[config.mk]
export PLATFORM = sky130hd
export DESIGN_NAME = vocoder_stream_transfer
export DESIGN_NICKNAME = d
export VERILOG_FILES = /design/src/hw/vocoder_stream_transfer.v
export VERILOG_INCLUDE_DIRS = /design/src /design/src/include
export SDC_FILE = /design/constraint.sdc
export NUM_CORES = 1
export LEC_CHECK = 0
export BUFFER_PORTS_ARGS = -buffer_cell sky130_fd_sc_hd__buf_4
export CORE_MARGIN = 1.5
export CORE_UTILIZATION = 31
export CTS_CLUSTER_DIAMETER = 200
export DETAILED_ROUTE_END_ITERATION = 16
export GPL_ROUTABILITY_DRIVEN = 0
export PLACE_DENSITY = 0.47
export SLEW_MARGIN = 20
export SYNTH_ARGS = -nofsm -noshare
export SYNTH_HDL_FRONTEND = slang
export SYNTH_SLANG_ARGS = --single-unit
[constraint.sdc]
create_clock -name sys_clk -period 16.7 [get_ports sys_clk]
set_input_delay 0.835 -clock sys_clk [delete_from_list [all_inputs] [get_ports sys_clk]]
set_output_delay 0.835 -clock sys_clk [all_outputs]
set_load 0.005 [all_outputs]
[src/include/vocoder_stream_defs.vh]
// register offsets, field positions, mode codes and timing for the
// vocoder streaming transfer block; definitions only.
`ifndef VOCODER_STREAM_DEFS_VH
`define VOCODER_STREAM_DEFS_VH
// ====================================================
// register offsets (serial bus address byte)
`define ADDR_CODED_IN      8'h48
`define ADDR_SAMPLE_IN     8'h49
`define ADDR_CODED_OUT     8'h4C
`define ADDR_SAMPLE_OUT    8'h4D
`define ADDR_NOISE_LEVEL   8'h53
`define ADDR_CODEC_CONFIG  8'h55
`define ADDR_ROUTING       8'h5D
`define ADDR_GATE_CONFIG   8'h5E
`define ADDR_IDLE_PROG     8'h6A
`define ADDR_MODE_CONTROL  8'h6B
`define ADDR_STATUS        8'h7E
`define ADDR_BIAS          8'hB7
// ====================================================
// mode codes in mode_control[2:0]
`define MODE_IDLE          3'h0
`define MODE_DECODE        3'h1
`define MODE_ENCODE        3'h2
`define MODE_ENCDEC        3'h3
`define MODE_PASS          3'h4
`define MODE_ERR_CORR_LOOP 3'h5
// ====================================================
// field positions
`define CFG_FRAMES_LSB     0
`define ROUTE_SRC_LSB      0
`define ROUTE_DST_LSB      4
`define ROUTE_BUS          4'h1
`define GATE_EN_BIT        15
`define GATE_DELAY_LSB     12
`define STAT_READY_BIT     3
`define STAT_WANTED_BIT    4
`define STAT_OVF_BIT       5
`define STAT_UDF_BIT       6
`define STAT_MODE_LSB      13
// ====================================================
// reset values
`define RST_WORD           16'h0000
`define RST_ROUTING        16'h0011
`define RST_CONFIG         16'h0001
// ====================================================
// packet geometry and timing
`define SAMPLES_PER_FRAME  10'h0A0
`define BYTES_PER_FRAME    10'h009
`define PASS_PACKET_WORDS  10'h010
`define CLK_PERIOD_NS      25
`define SAMPLE_PERIOD_NS   125000
`define FRAME_PROC_CYCLES  64
`endif

[src/hw/vocoder_stream_transfer.v]
// streaming data transfer between host serial bus and vocoder core:
// streaming registers, one-packet buffers, ready flags, errors.
// assumes serial bus pins come from another clock domain; analogue
// sample input is on sys_clk.
//
// Function
// - coded registers carry one byte per access, sample registers sixteen bits.
// - each streaming register holds one packet of frames sized by codec_config; in pass mode one packet is 16 words.
// - streaming registers accept single or burst accesses on the host bus.
// - only one input and one output streaming register in use at a time.
// - input register copied into one-packet input buffer; output buffer feeds output.
// - reset and mode entry leave both buffers empty, room for two packets.
// - full two-packet storage halts processing and flags data overflow.
// - decoding starts on a full packet, output given after whole packet.
// - encoding starts as soon as one frame of input has arrived.
// - encoding presents output with output_ready_flag only after whole packet.
// - encoding sets input_wanted_flag when the last frame starts processing.
// - any mode_control write flushes all streaming registers and buffers.
// - analogue source only in encode, encode-decode, pass; fills buffer itself.
// - analogue input at 8 kHz; slow host reads cause overflow flag.
// - processed packet loaded to output register with output_ready_flag set.
// - analogue destination only in decode, encode-decode, pass; drains buffer.
// - bus input to analogue output at 8 kHz; slow writes flag underflow.
// - output gate mutes quiet output, decode and encode-decode only.
// - mode_control selects one of six modes.
// - idle_programming writes take effect only in idle mode.
// - packets are one, two, three or four frames.
// - output_ready_flag is status bit 3, input_wanted_flag bit 4.
`timescale 1ns/1ps
`default_nettype none
`include "vocoder_stream_defs.vh"

module vocoder_stream_transfer #(
   parameter SAMPLE_CYCLES = `SAMPLE_PERIOD_NS / `CLK_PERIOD_NS,
   parameter PROC_CYCLES   = `FRAME_PROC_CYCLES
) (
   input  wire        sys_clk,
   input  wire        rst,
   input  wire        ce,
   input  wire        busSelN,
   input  wire        busClk,
   input  wire        busDataIn,
   output reg         busDataOut,
   input  wire [15:0] analogIn,
   output reg  [15:0] audioOut,
   output reg  [15:0] noiseLevel,
   output reg  [15:0] biasCtrl,
   output reg  [15:0] progValue
);

   // ====================================================
   // helpers
   function [9:0] frameWords;
      input sample;
      input pass;
      begin
         if (pass)
            frameWords = `PASS_PACKET_WORDS;
         else if (sample)
            frameWords = `SAMPLES_PER_FRAME;
         else
            frameWords = `BYTES_PER_FRAME;
      end
   endfunction

   function [15:0] replyWord;
      input [7:0]  a;
      input [15:0] ov;
      input [15:0] st;
      begin
         case (a)
            `ADDR_CODED_OUT:  replyWord = {ov[7:0], 8'h00};
            `ADDR_SAMPLE_OUT: replyWord = ov;
            `ADDR_STATUS:     replyWord = st;
            default:          replyWord = 16'h0000;
         endcase
      end
   endfunction

   function isByteReg;
      input [7:0] a;
      begin
         isByteReg = (a == `ADDR_CODED_IN) || (a == `ADDR_CODED_OUT);
      end
   endfunction

   // ====================================================
   // serial pin synchronisers
   reg        selS1, selS2, clkS1, clkS2, clkS3, dinS1, dinS2;
   reg [15:0] shiftIn;
   reg [15:0] shiftOut;
   reg [4:0]  bitCnt;
   reg [7:0]  addr;
   reg        haveAddr;
   reg        wrEn;
   reg [7:0]  wrAddr;
   reg [15:0] wrData;
   reg        rdPop;
   wire       clkRise = clkS2 & ~clkS3;
   wire       clkFall = ~clkS2 & clkS3;
   wire [4:0] lastBit = isByteReg(addr) ? 5'h07 : 5'h0F;

   // ====================================================
   // core state
   reg [15:0] mode, codecCfg, routing, gateCfg, lastIn, playSample;
   reg [9:0]  inHeld, inBufCnt, outRegCnt, outIdx;
   reg        outBufFull, outputReadyFlag, inputWantedFlag, overflow, underflow, halted;
   reg        procBusy, playStarted, muted;
   reg [1:0]  procFrame;
   reg [7:0]  procTimer;
   reg [12:0] tickCnt;
   reg [2:0]  quietCnt;

   wire [2:0] md = mode[2:0];
   wire active = (md != `MODE_IDLE);
   wire pass = (md == `MODE_PASS);
   // the mode picks which of each register pair is live
   wire inSample = (md == `MODE_ENCODE) || (md == `MODE_ENCDEC) || pass;
   wire outSample = (md == `MODE_DECODE) || (md == `MODE_ENCDEC) || pass;
   wire srcAnalog = inSample && (routing[3:0] != `ROUTE_BUS);
   wire dstAnalog = outSample && (routing[7:4] != `ROUTE_BUS);
   wire [2:0] frames = pass ? 3'h1 :
                       (codecCfg[1:0] == 2'h0) ? 3'h4 : {1'b0, codecCfg[1:0]};
   wire [9:0] fwIn = frameWords(inSample, pass);
   wire [9:0] fwOut = frameWords(outSample, pass);
   wire [9:0] pktIn = fwIn * frames;
   wire [9:0] pktOut = fwOut * frames;
   wire       tick = (tickCnt == 13'h0000);
   wire [15:0] outVal = lastIn ^ {6'h00, outIdx};
   wire [15:0] status = {md, 6'h00, underflow, overflow, inputWantedFlag,
                         outputReadyFlag, 3'h0};
   wire [15:0] absSample = outVal[15] ? (16'h0000 - outVal) : outVal;
   wire [15:0] reply = replyWord(addr, outVal, status);

   // ====================================================
   // serial slave: address byte then streamed data words
   always @(posedge sys_clk or posedge rst) begin
      if (rst) begin
         selS1 <= 1'b1;
         selS2 <= 1'b1;
         clkS1 <= 1'b1;
         clkS2 <= 1'b1;
         clkS3 <= 1'b1;
         dinS1 <= 1'b0;
         dinS2 <= 1'b0;
         shiftIn <= 16'h0000;
         shiftOut <= 16'h0000;
         bitCnt <= 5'h00;
         addr <= 8'h00;
         haveAddr <= 1'b0;
         wrEn <= 1'b0;
         wrAddr <= 8'h00;
         wrData <= 16'h0000;
         rdPop <= 1'b0;
         busDataOut <= 1'b0;
      end else if (ce) begin
         selS1 <= busSelN;
         selS2 <= selS1;
         clkS1 <= busClk;
         clkS2 <= clkS1;
         clkS3 <= clkS2;
         dinS1 <= busDataIn;
         dinS2 <= dinS1;
         wrEn <= 1'b0;
         rdPop <= 1'b0;
         if (selS2) begin
            bitCnt <= 5'h00;
            haveAddr <= 1'b0;
         end else if (clkRise) begin
            shiftIn <= {shiftIn[14:0], dinS2};
            if (!haveAddr) begin
               bitCnt <= bitCnt + 5'h01;
               if (bitCnt == 5'h07) begin
                  addr <= {shiftIn[6:0], dinS2};
                  haveAddr <= 1'b1;
                  bitCnt <= 5'h00;
               end
            end else if (bitCnt == lastBit) begin
               // select stays low, so the next word streams to the same register
               bitCnt <= 5'h00;
               wrEn <= 1'b1;
               wrAddr <= addr;
               wrData <= {shiftIn[14:0], dinS2};
               // pop only a word shifted out whole, so a single read loses nothing
               rdPop <= 1'b1;
            end else begin
               bitCnt <= bitCnt + 5'h01;
            end
         end else if (clkFall && haveAddr) begin
            // reply fetched at the first fall of each word, after the previous pop
            if (bitCnt == 5'h00) begin
               busDataOut <= reply[15];
               shiftOut <= {reply[14:0], 1'b0};
            end else begin
               busDataOut <= shiftOut[15];
               shiftOut <= {shiftOut[14:0], 1'b0};
            end
         end
      end
   end

   // ====================================================
   // occupancy arithmetic
   wire hostIn = wrEn && active && !srcAnalog &&
                 ((wrAddr == `ADDR_CODED_IN && !inSample) ||
                  (wrAddr == `ADDR_SAMPLE_IN && inSample));
   wire hostPop = rdPop && !dstAnalog && (outRegCnt != 10'h000) &&
                  ((addr == `ADDR_CODED_OUT && !outSample) ||
                   (addr == `ADDR_SAMPLE_OUT && outSample));
   wire hostOvf = hostIn && (inHeld == pktIn);
   wire moveIn = active && !halted && (inHeld != 10'h000) && (inBufCnt < pktIn);
   wire adcIn = active && !halted && srcAnalog && tick;
   wire adcOvf = adcIn && (inBufCnt >= pktIn);
   wire lastFrame = ({1'b0, procFrame} == frames - 3'h1);
   wire procDone = procBusy && (procTimer == 8'h00);
   wire pktDone = procDone && lastFrame && !outBufFull;
   wire procOvf = procDone && lastFrame && outBufFull;
   wire [9:0] need = inSample ? fwIn * ({1'b0, procFrame} + 10'h001) : pktIn;
   wire procStart = active && !halted && !procBusy && (inBufCnt >= need);
   reg  [9:0] next_inHeld, next_inBufCnt;

   always @* begin
      next_inHeld = inHeld;
      next_inBufCnt = inBufCnt;
      if (hostIn && !hostOvf)
         next_inHeld = next_inHeld + 10'h001;
      if (moveIn) begin
         next_inHeld = next_inHeld - 10'h001;
         next_inBufCnt = next_inBufCnt + 10'h001;
      end
      if (adcIn && !adcOvf)
         next_inBufCnt = next_inBufCnt + 10'h001;
      if (pktDone)
         next_inBufCnt = next_inBufCnt - pktIn;
   end

   // ====================================================
   // transfer core
   always @(posedge sys_clk or posedge rst) begin
      if (rst) begin
         mode <= `RST_WORD;
         codecCfg <= `RST_CONFIG;
         routing <= `RST_ROUTING;
         gateCfg <= `RST_WORD;
         noiseLevel <= `RST_WORD;
         biasCtrl <= `RST_WORD;
         progValue <= `RST_WORD;
         lastIn <= `RST_WORD;
         inHeld <= 10'h000;
         inBufCnt <= 10'h000;
         outRegCnt <= 10'h000;
         outIdx <= 10'h000;
         outBufFull <= 1'b0;
         outputReadyFlag <= 1'b0;
         inputWantedFlag <= 1'b1;
         overflow <= 1'b0;
         underflow <= 1'b0;
         halted <= 1'b0;
         procBusy <= 1'b0;
         procFrame <= 2'h0;
         procTimer <= 8'h00;
         playStarted <= 1'b0;
         tickCnt <= 13'h0000;
      end else if (ce) begin
         tickCnt <= tick ? SAMPLE_CYCLES[12:0] - 13'h0001 : tickCnt - 13'h0001;
         if (wrEn && wrAddr == `ADDR_MODE_CONTROL) begin
            mode <= wrData;
            inHeld <= 10'h000;
            inBufCnt <= 10'h000;
            outRegCnt <= 10'h000;
            outIdx <= 10'h000;
            outBufFull <= 1'b0;
            outputReadyFlag <= 1'b0;
            inputWantedFlag <= 1'b1;
            overflow <= 1'b0;
            underflow <= 1'b0;
            halted <= 1'b0;
            procBusy <= 1'b0;
            procFrame <= 2'h0;
            playStarted <= 1'b0;
            tickCnt <= SAMPLE_CYCLES[12:0] - 13'h0001;
         end else begin
            if (wrEn) begin
               case (wrAddr)
                  `ADDR_CODEC_CONFIG: codecCfg <= wrData;
                  `ADDR_ROUTING: routing <= wrData;
                  `ADDR_GATE_CONFIG: gateCfg <= wrData;
                  `ADDR_NOISE_LEVEL: noiseLevel <= wrData;
                  `ADDR_BIAS: biasCtrl <= wrData;
                  `ADDR_IDLE_PROG: if (!active) progValue <= wrData;
                  default: ;
               endcase
            end
            inHeld <= next_inHeld;
            inBufCnt <= next_inBufCnt;
            if (hostIn && !hostOvf)
               lastIn <= wrData;
            if (adcIn && !adcOvf)
               lastIn <= analogIn;
            // flag clears first so a same-cycle set wins
            if (hostIn && !hostOvf && inHeld == pktIn - 10'h001)
               inputWantedFlag <= 1'b0;
            if (hostOvf || adcOvf || procOvf) begin
               overflow <= 1'b1;
               halted <= 1'b1;
            end
            // a frame runs for a fixed time standing in for the codec
            if (procStart) begin
               procBusy <= 1'b1;
               procTimer <= PROC_CYCLES[7:0] - 8'h01;
               if (inSample && lastFrame)
                  inputWantedFlag <= 1'b1;
            end else if (procBusy && !halted) begin
               procTimer <= procTimer - 8'h01;
               if (procDone && !procOvf) begin
                  procBusy <= 1'b0;
                  procFrame <= lastFrame ? 2'h0 : procFrame + 2'h1;
               end
            end
            if (pktDone) begin
               outBufFull <= 1'b1;
               playStarted <= 1'b1;
               if (!inSample)
                  inputWantedFlag <= 1'b1;
            end
            // output buffer to register, only once the packet is whole
            if (outBufFull && !dstAnalog && outRegCnt == 10'h000 && !pktDone) begin
               outRegCnt <= pktOut;
               outIdx <= 10'h000;
               outBufFull <= 1'b0;
               outputReadyFlag <= 1'b1;
            end else if (hostPop) begin
               outRegCnt <= outRegCnt - 10'h001;
               outIdx <= outIdx + 10'h001;
               if (outRegCnt == 10'h001)
                  outputReadyFlag <= 1'b0;
            end else if (dstAnalog && tick && active) begin
               if (outBufFull) begin
                  outIdx <= (outIdx == pktOut - 10'h001) ? 10'h000 : outIdx + 10'h001;
                  if (outIdx == pktOut - 10'h001)
                     outBufFull <= 1'b0;
               end else if (playStarted && !srcAnalog) begin
                  underflow <= 1'b1;
               end
            end
         end
      end
   end

   // ====================================================
   // analogue output with quiet gate; the delay counts sample ticks
   always @(posedge sys_clk or posedge rst) begin
      if (rst) begin
         audioOut <= 16'h0000;
         quietCnt <= 3'h0;
         muted <= 1'b0;
         playSample <= 16'h0000;
      end else if (ce) begin
         if (dstAnalog && tick && outBufFull) begin
            playSample <= outVal;
            if (absSample[14:3] < gateCfg[11:0]) begin
               if (quietCnt != gateCfg[14:12])
                  quietCnt <= quietCnt + 3'h1;
               else
                  muted <= 1'b1;
            end else begin
               quietCnt <= 3'h0;
               muted <= 1'b0;
            end
         end
         if (gateCfg[`GATE_EN_BIT] && muted &&
             (md == `MODE_DECODE || md == `MODE_ENCDEC))
            audioOut <= 16'h0000;
         else
            audioOut <= playSample;
      end
   end

endmodule // vocoder_stream_transfer

`default_nettype wire

==> run metrics, run 1 <==
Clock power frac 0.486; HPWL after DPL between 30,000 and 40,000 um; area occupied by multi-input gates 8620 um2; initial antenna violation count 0; Crit Path Max Fanout 14; I/O Buffers 86; WL/cell between 15 and 20 um; Leak 8.70 nW; post-route insts no fill 2,435; crit-path max cell delay 580 ps; Reg area 6920 um2; Slew Limit Fails 0; layout cell share with drive strength beyond 1 0.189; pwr dens slightly above 90 nW/um2; post-synthesis cell type count around 90; Crit. Startpoint mode[2]; sequential share of the synthesized area 0.429; MaxCap Viol Count 0; Worst setup EP type register; Internal Power 1.28 mW; layout overhead on the synthesized area 16.5%; sequential share of power 0.427; VDD IR-drop max 0.0767 mV; clock sink count 276; count of final setup violators 0; Starting Density 0.314; Yosys Warn Count 0; DR iter-0 viols 790; Max Freq around 0.12 GHz; Hold Crit Class in -> async; startpoint types register; Slew headroom 0.330; Async SR Flop Fraction 1.00; Worst-Skew Late Latency 560 ps; Final nets roughly 1,800; CTS resizes 0; status complete, no violations; worst slew pin tran 1000 ps; Post-Syn Instances 1,666; GR Overflow Total 0; Syn Std Cell Area around 16,000 um2; largest net degree at the start of global routing 164; Critical Path AT about 8600 ps; r2r startpoint mode[2]; min Tclk post-route around 8000 ps; combinational power share 0.087; core area 51,300 um2; EDFF count, synth 0; RSZ-0062 raised after global routing no; DRT Wirelength 45,800 um; period utilization 0.484; Vias/cell 5.18; chip height 231 um; Num CTS Buffers 36; number of remaining DRC errors 0; first-pass GRT wire length 73,000 um; Total GRT Usage 0.173; vias in the first global route 12,600; CTS max path bufs 3; CTS H-tree depth 2; CP max stage cell or3b_1; die area approximately 53,000 um2; number of synthesized register bits 276; root buffer cell clkbuf_16; Filler Cells Inserted 5,240; setup TNS 0 ps; Switching Fraction 0.259; Setup Buffers After CTS 0; synthesized area per cell 9.67 um2; Placed Cells 2,369; Antenna Nets Post-Route 0; most used flip-flop cell after synthesis dfrtp_1; critical path type reg -> reg; CTS tree yes; Post-CTS Hold Fix Bufs 0; DR pass1 iterations 5; n_diodes 0; std cell rows 83; final hold vios 0; Crit path top cell by count ha_1; I/O pin cnt 87; NetSw 0.445 mW; Setup Skew 31.8 ps; DR vias 12,600; Die X ~230 um; clk slew on worst S/H paths 60 ps; required time worst endpoint 17,190 ps
==> per-layer routing <==
metal	wire [um]	global-route usage	vias to the layer above
met1	21300	0.234	6231
li1	-	-	6061
met3	2280	0.0330	56
met2	21200	0.280	272
met5	0	0	-
met4	927	0.0484	0
==> kinds of logic (layout without fill, tap and decap cells) <==
family | Yosys count | count (layout) | synth area share
AOI/OAI and AO/OA | 379 | 379 | 0.145
adders and majority gates | 83 | 83 | 0.0677
other | 2 | 4 | 0.000466
and+or+nand+nor | 518 | 518 | 0.159
buffers and inverters | 157 | 244 | 0.0381
DFF | 276 | 276 | 0.429
xor gates and xnor gates | 104 | 104 | 0.0600
muxes | 147 | 147 | 0.101
==> critical path, delay by kind of cell (launching register included) <==
kind	cells	cell delay (ps)
AND/OR/NAND/NOR	6	2200
AO/OA/AOI/OAI	11	2180
adder cells (fa/ha/maj)	6	1740
XOR/XNOR	3	630
flip-flops	1	510
buffers and inverters	3	460
multiplexers	1	280
==> sequential cells by signal (all words and copies together) (netlist names), 3 cells and up <==
name,cells
addr,8
audioOut,16
biasCtrl,16
bitCnt,5
gateCfg,16
inBufCnt,10
inHeld,10
lastIn,16
mode,3
noiseLevel,16
outIdx,10
outRegCnt,10
playSample,16
procTimer,8
progValue,16
quietCnt,3
routing,8
shiftIn,15
shiftOut,15
tickCnt,13
wrAddr,8
wrData,16
==> final cells by class <==
class,instances,share of cell area
clock inverter,18,0.0135
timing repair buffer,109,0.0443
sequential,276,0.369
clock buffer,48,0.0547
multi-input combinational,1235,0.459
inverter,69,0.0142
tap,680,0.0453
==> final timing paths <==
check	end	slack, ps	cells after the start
max	inBufCnt[9]	8610	30
min	audioOut[13]	440	2
max reg2reg	inBufCnt[9]	8610	30
min reg2reg	playSample[11]	470	2
max in group asynchronous	inHeld[6]	14860	3
min in group sys_clk	playSample[11]	470	2
==> stage by stage <==
| stage | worst slack [ps] | total power, mW | hold slack (ps) | cell area (um2) | utilization |
|---|---|---|---|---|---|
| after global routing | 7770 | 1.80 | 503 | 18800 | 0.366 |
| final | 8610 | 1.72 | 438 | 18800 | 0.366 |
| after CTS | 8660 | 1.75 | 471 | 18800 | 0.366 |
| after floorplan | 8270 | 0.852 | 440 | 16100 | - |
| after global placement | 8930 | 0.896 | 461 | 17500 | 0.341 |
| after detailed placement | 8720 | 0.898 | 465 | 17500 | 0.341 |
==> Yosys cell counts, types with 25 or more instances <==
cell | number | area share
nand3_1 | 43 | 0.013
o21ai_1 | 32 | 0.0099
mux2_2 | 121 | 0.085
xnor2_1 | 60 | 0.033
clkbuf_1 | 75 | 0.017
nor2_1 | 100 | 0.023
nor3_1 | 46 | 0.014
inv_1 | 68 | 0.016
o21ai_0 | 132 | 0.041
ha_1 | 76 | 0.059
dfrtp_1 | 267 | 0.41
nand2_1 | 178 | 0.041
xor2_1 | 40 | 0.022
a21oi_1 | 76 | 0.024
mux2i_1 | 25 | 0.016
==> cells in the final DEF, fill, tap and decap left out, types with 8 or more instances in the layout <==
cell / netlist / final
a21o_1: 17 / 17
a21oi_1: 76 / 76
a22o_1: 20 / 20
a31oi_1: 18 / 18
and2_1: 17 / 17
and3_1: 20 / 20
buf_4: 0 / 108
clkbuf_16: 0 / 37
clkinv_2: 0 / 8
dfrtp_1: 267 / 267
dfstp_2: 9 / 9
ha_1: 76 / 76
inv_1: 68 / 67
mux2_2: 121 / 121
mux2i_1: 25 / 25
nand2_1: 178 / 177
nand2b_1: 21 / 21
nand3_1: 43 / 43
nand4_1: 10 / 10
nor2_1: 100 / 99
nor2b_1: 10 / 10
nor3_1: 46 / 44
nor4_1: 18 / 18
o21ai_0: 132 / 132
o21ai_1: 32 / 31
o31ai_1: 10 / 10
or3_1: 11 / 11
xnor2_1: 60 / 60
xor2_1: 40 / 40
==> power by group through the flow <==
stage	clock network (mW)	registers [mW]	logic (mW)
after global routing	0.889	0.740	0.173
after detailed placement	0	0.746	0.152
final	0.836	0.735	0.150
after floorplan	0	0.733	0.118
after CTS	0.862	0.735	0.153
after global placement	0	0.746	0.150
(Power assumes the default switching activity.)
==> inputs of run 2 (changes only) <==
Settings changed: PLACE_DENSITY 0.47 to 0.49.
Clock period 16.7 ns to 7.19 ns, I/O delays scaled along.
==> run metrics, run 2 (synthesis gave the netlist of run 1 again) <==
critical path type reg -> reg (unchanged); worst slew pin tran 1030 ps (was 1000 ps); Die X 231 um (unchanged); RSZ-0062 raised after global routing no (unchanged); Setup Buffers After CTS 0 (unchanged); count of final setup violators 0 (unchanged); Num CTS Buffers 34 (was 36); Slew headroom 0.315 (was 0.330); layout overhead on the synthesized area 17.1% (was 16.5%); DR vias 12,600 (about the same); final hold vios 8 (was 0); largest net degree at the start of global routing 176 (was 164); Vias/cell 5.15 (was 5.18); DRT Wirelength 45,400 um (was 45,800 um); setup TNS 0 ps (unchanged); layout cell share with drive strength beyond 1 0.196 (was 0.189); startpoint types register (unchanged); CTS tree yes (unchanged); std cell rows 83 (unchanged); HPWL after DPL 32,500 um (was 32,200 um); CP max stage cell o31ai_1 (was or3b_1); post-route insts no fill 2,449 (was 2,435); min Tclk post-route 6570 ps (was 8090 ps); CTS H-tree depth 2 (unchanged); status finished, violations left (was complete, no violations); failing checks negative hold slack; number of remaining DRC errors 0 (unchanged); first-pass GRT wire length 73,000 um (about the same); chip height 231 um (unchanged); WL/cell 18.5 um (was 18.8 um); final worst slack 617 ps (was 8610 ps); initial antenna violation count 0 (unchanged); Final nets 1,848 (was 1,832); Hold Crit Class in -> async (unchanged); commonest non-fill, non-tap cell in the layout dfrtp_1 (unchanged); dpl cell area 17,600 um2 (was 17,500 um2); required time worst endpoint 7670 ps (was 17,190 ps); die area 53,300 um2 (unchanged); Crit Path Max Fanout 7 (was 14); crit-path max cell delay 540 ps (was 580 ps); root buffer cell clkbuf_16 (unchanged); Leak 8.74 nW (was 8.70 nW); Final Hold Slack -11.2 ps (was 438 ps); most frequent cells in the layout dfrtp_1, nand2_1, o21ai_0 (unchanged); design area 18,900 um2 (was 18,800 um2); Critical Path AT 7050 ps (was 8570 ps); R2R Setup Slk 620 ps (was 8610 ps); MaxCap Viol Count 0 (unchanged); Total GRT Usage 0.174 (was 0.173); Antenna Nets Post-Route 0 (unchanged); GR Overflow Total 0 (unchanged); clock sink count 276 (unchanged); n_diodes 0 (unchanged); Max Freq 0.152 GHz (was 0.124 GHz); DR pass1 iterations 5 (unchanged); Filler Cells Inserted 5,196 (was 5,240); Starting Density 0.314 (unchanged); dpl ws 122 ps (was 8720 ps); core area 51,300 um2 (unchanged); VDD IR-drop max 0.147 mV (was 0.0767 mV); vias in the first global route 12,800 (was 12,600); I/O Buffers 86 (unchanged); Placed Cells 2,386 (was 2,369); Worst-Skew Late Latency 560 ps (about the same); period utilization 0.914 (was 0.484); Setup Skew 27.6 ps (was 31.8 ps); CTS max path bufs 3 (unchanged); Crit path top cell by count ha_1 (unchanged); DR iter-0 viols 725 (was 790); pwr dens 205 nW/um2 (was 91.7 nW/um2); Slew Limit Fails 0 (unchanged); Worst setup EP type register (unchanged); I/O pin cnt 87 (unchanged); clk slew on worst S/H paths 60 ps (about the same)
run 2: cell types whose count changed in the layout (fill, tap and decap cells not counted), moves of 2 or more:
cell / change
clkbuf_1: +4
o21ai_1: +3
clkbuf_8: +3
clkinv_2: -5
clkbuf_16: -3
buf_4: +17
o21ai_0: -3
bufinv_16: -2
run 2: worst paths after layout:
| check | start | endpoint | cells past startpoint |
|---|---|---|---|
| hold / removal | rst | gateCfg[6] | 3 |
| setup reg to reg | mode[1] | inBufCnt[9] | 28 |
| setup / recovery | mode[1] | inBufCnt[9] | 28 |
| max in group asynchronous | rst | dinS1 | 5 |
| min in group sys_clk | busClk | clkS1 | 2 |
| hold reg to reg | playSample[13] | playSample[13] | 2 |
run 2: layout make-up:
class | count | area, um2 | share of cell area
clock buffers | 52 | 1010 | 0.0535
multi-input cells | 1235 | 8660 | 0.459
flip-flops and latches | 276 | 6920 | 0.367
well taps | 680 | 851 | 0.0451
repair buffers | 127 | 986 | 0.0523
clock inverters | 10 | 173 | 0.00916
inverters | 69 | 263 | 0.0139
run 2: critical path: cells and delay by family (launching register included):
family / cells / cell delay [ps]
flops: 1 / 370
fa+ha+maj: 5 / 1780
compound gates: 11 / 2140
simple gates: 6 / 1490
buf+inv: 2 / 180
xor+xnor: 4 / 550
run 2: repair_timing:
item	4_1_cts	5_1_grt
resized for setup	0	10
hold buffers	0	0
endpoints found under the setup margin	0	1
run 2: metal layers:
layer | share of wire | wire [um] | track usage
met4 | 0.028 | 1280 | 0.0562
met1 | 0.47 | 21200 | 0.232
met3 | 0.047 | 2120 | 0.0398
met5 | 0 | 0 | 0
met2 | 0.46 | 20800 | 0.277
run 2: power breakdown:
group          leakage (nW)  internal, mW  switching [mW]  total (mW)
clock network         0.579          1.09           0.717        1.81
logic                  4.51         0.147           0.213       0.361
registers              3.65          1.63          0.0789        1.70
run 2: per-stage QoR:
step / utilization / power [mW]
after floorplan: - / 1.98
after global placement: 0.343 / 2.08
after detailed placement: 0.343 / 2.09
after CTS: 0.366 / 3.92
after global routing: 0.368 / 4.06
final: 0.368 / 3.87
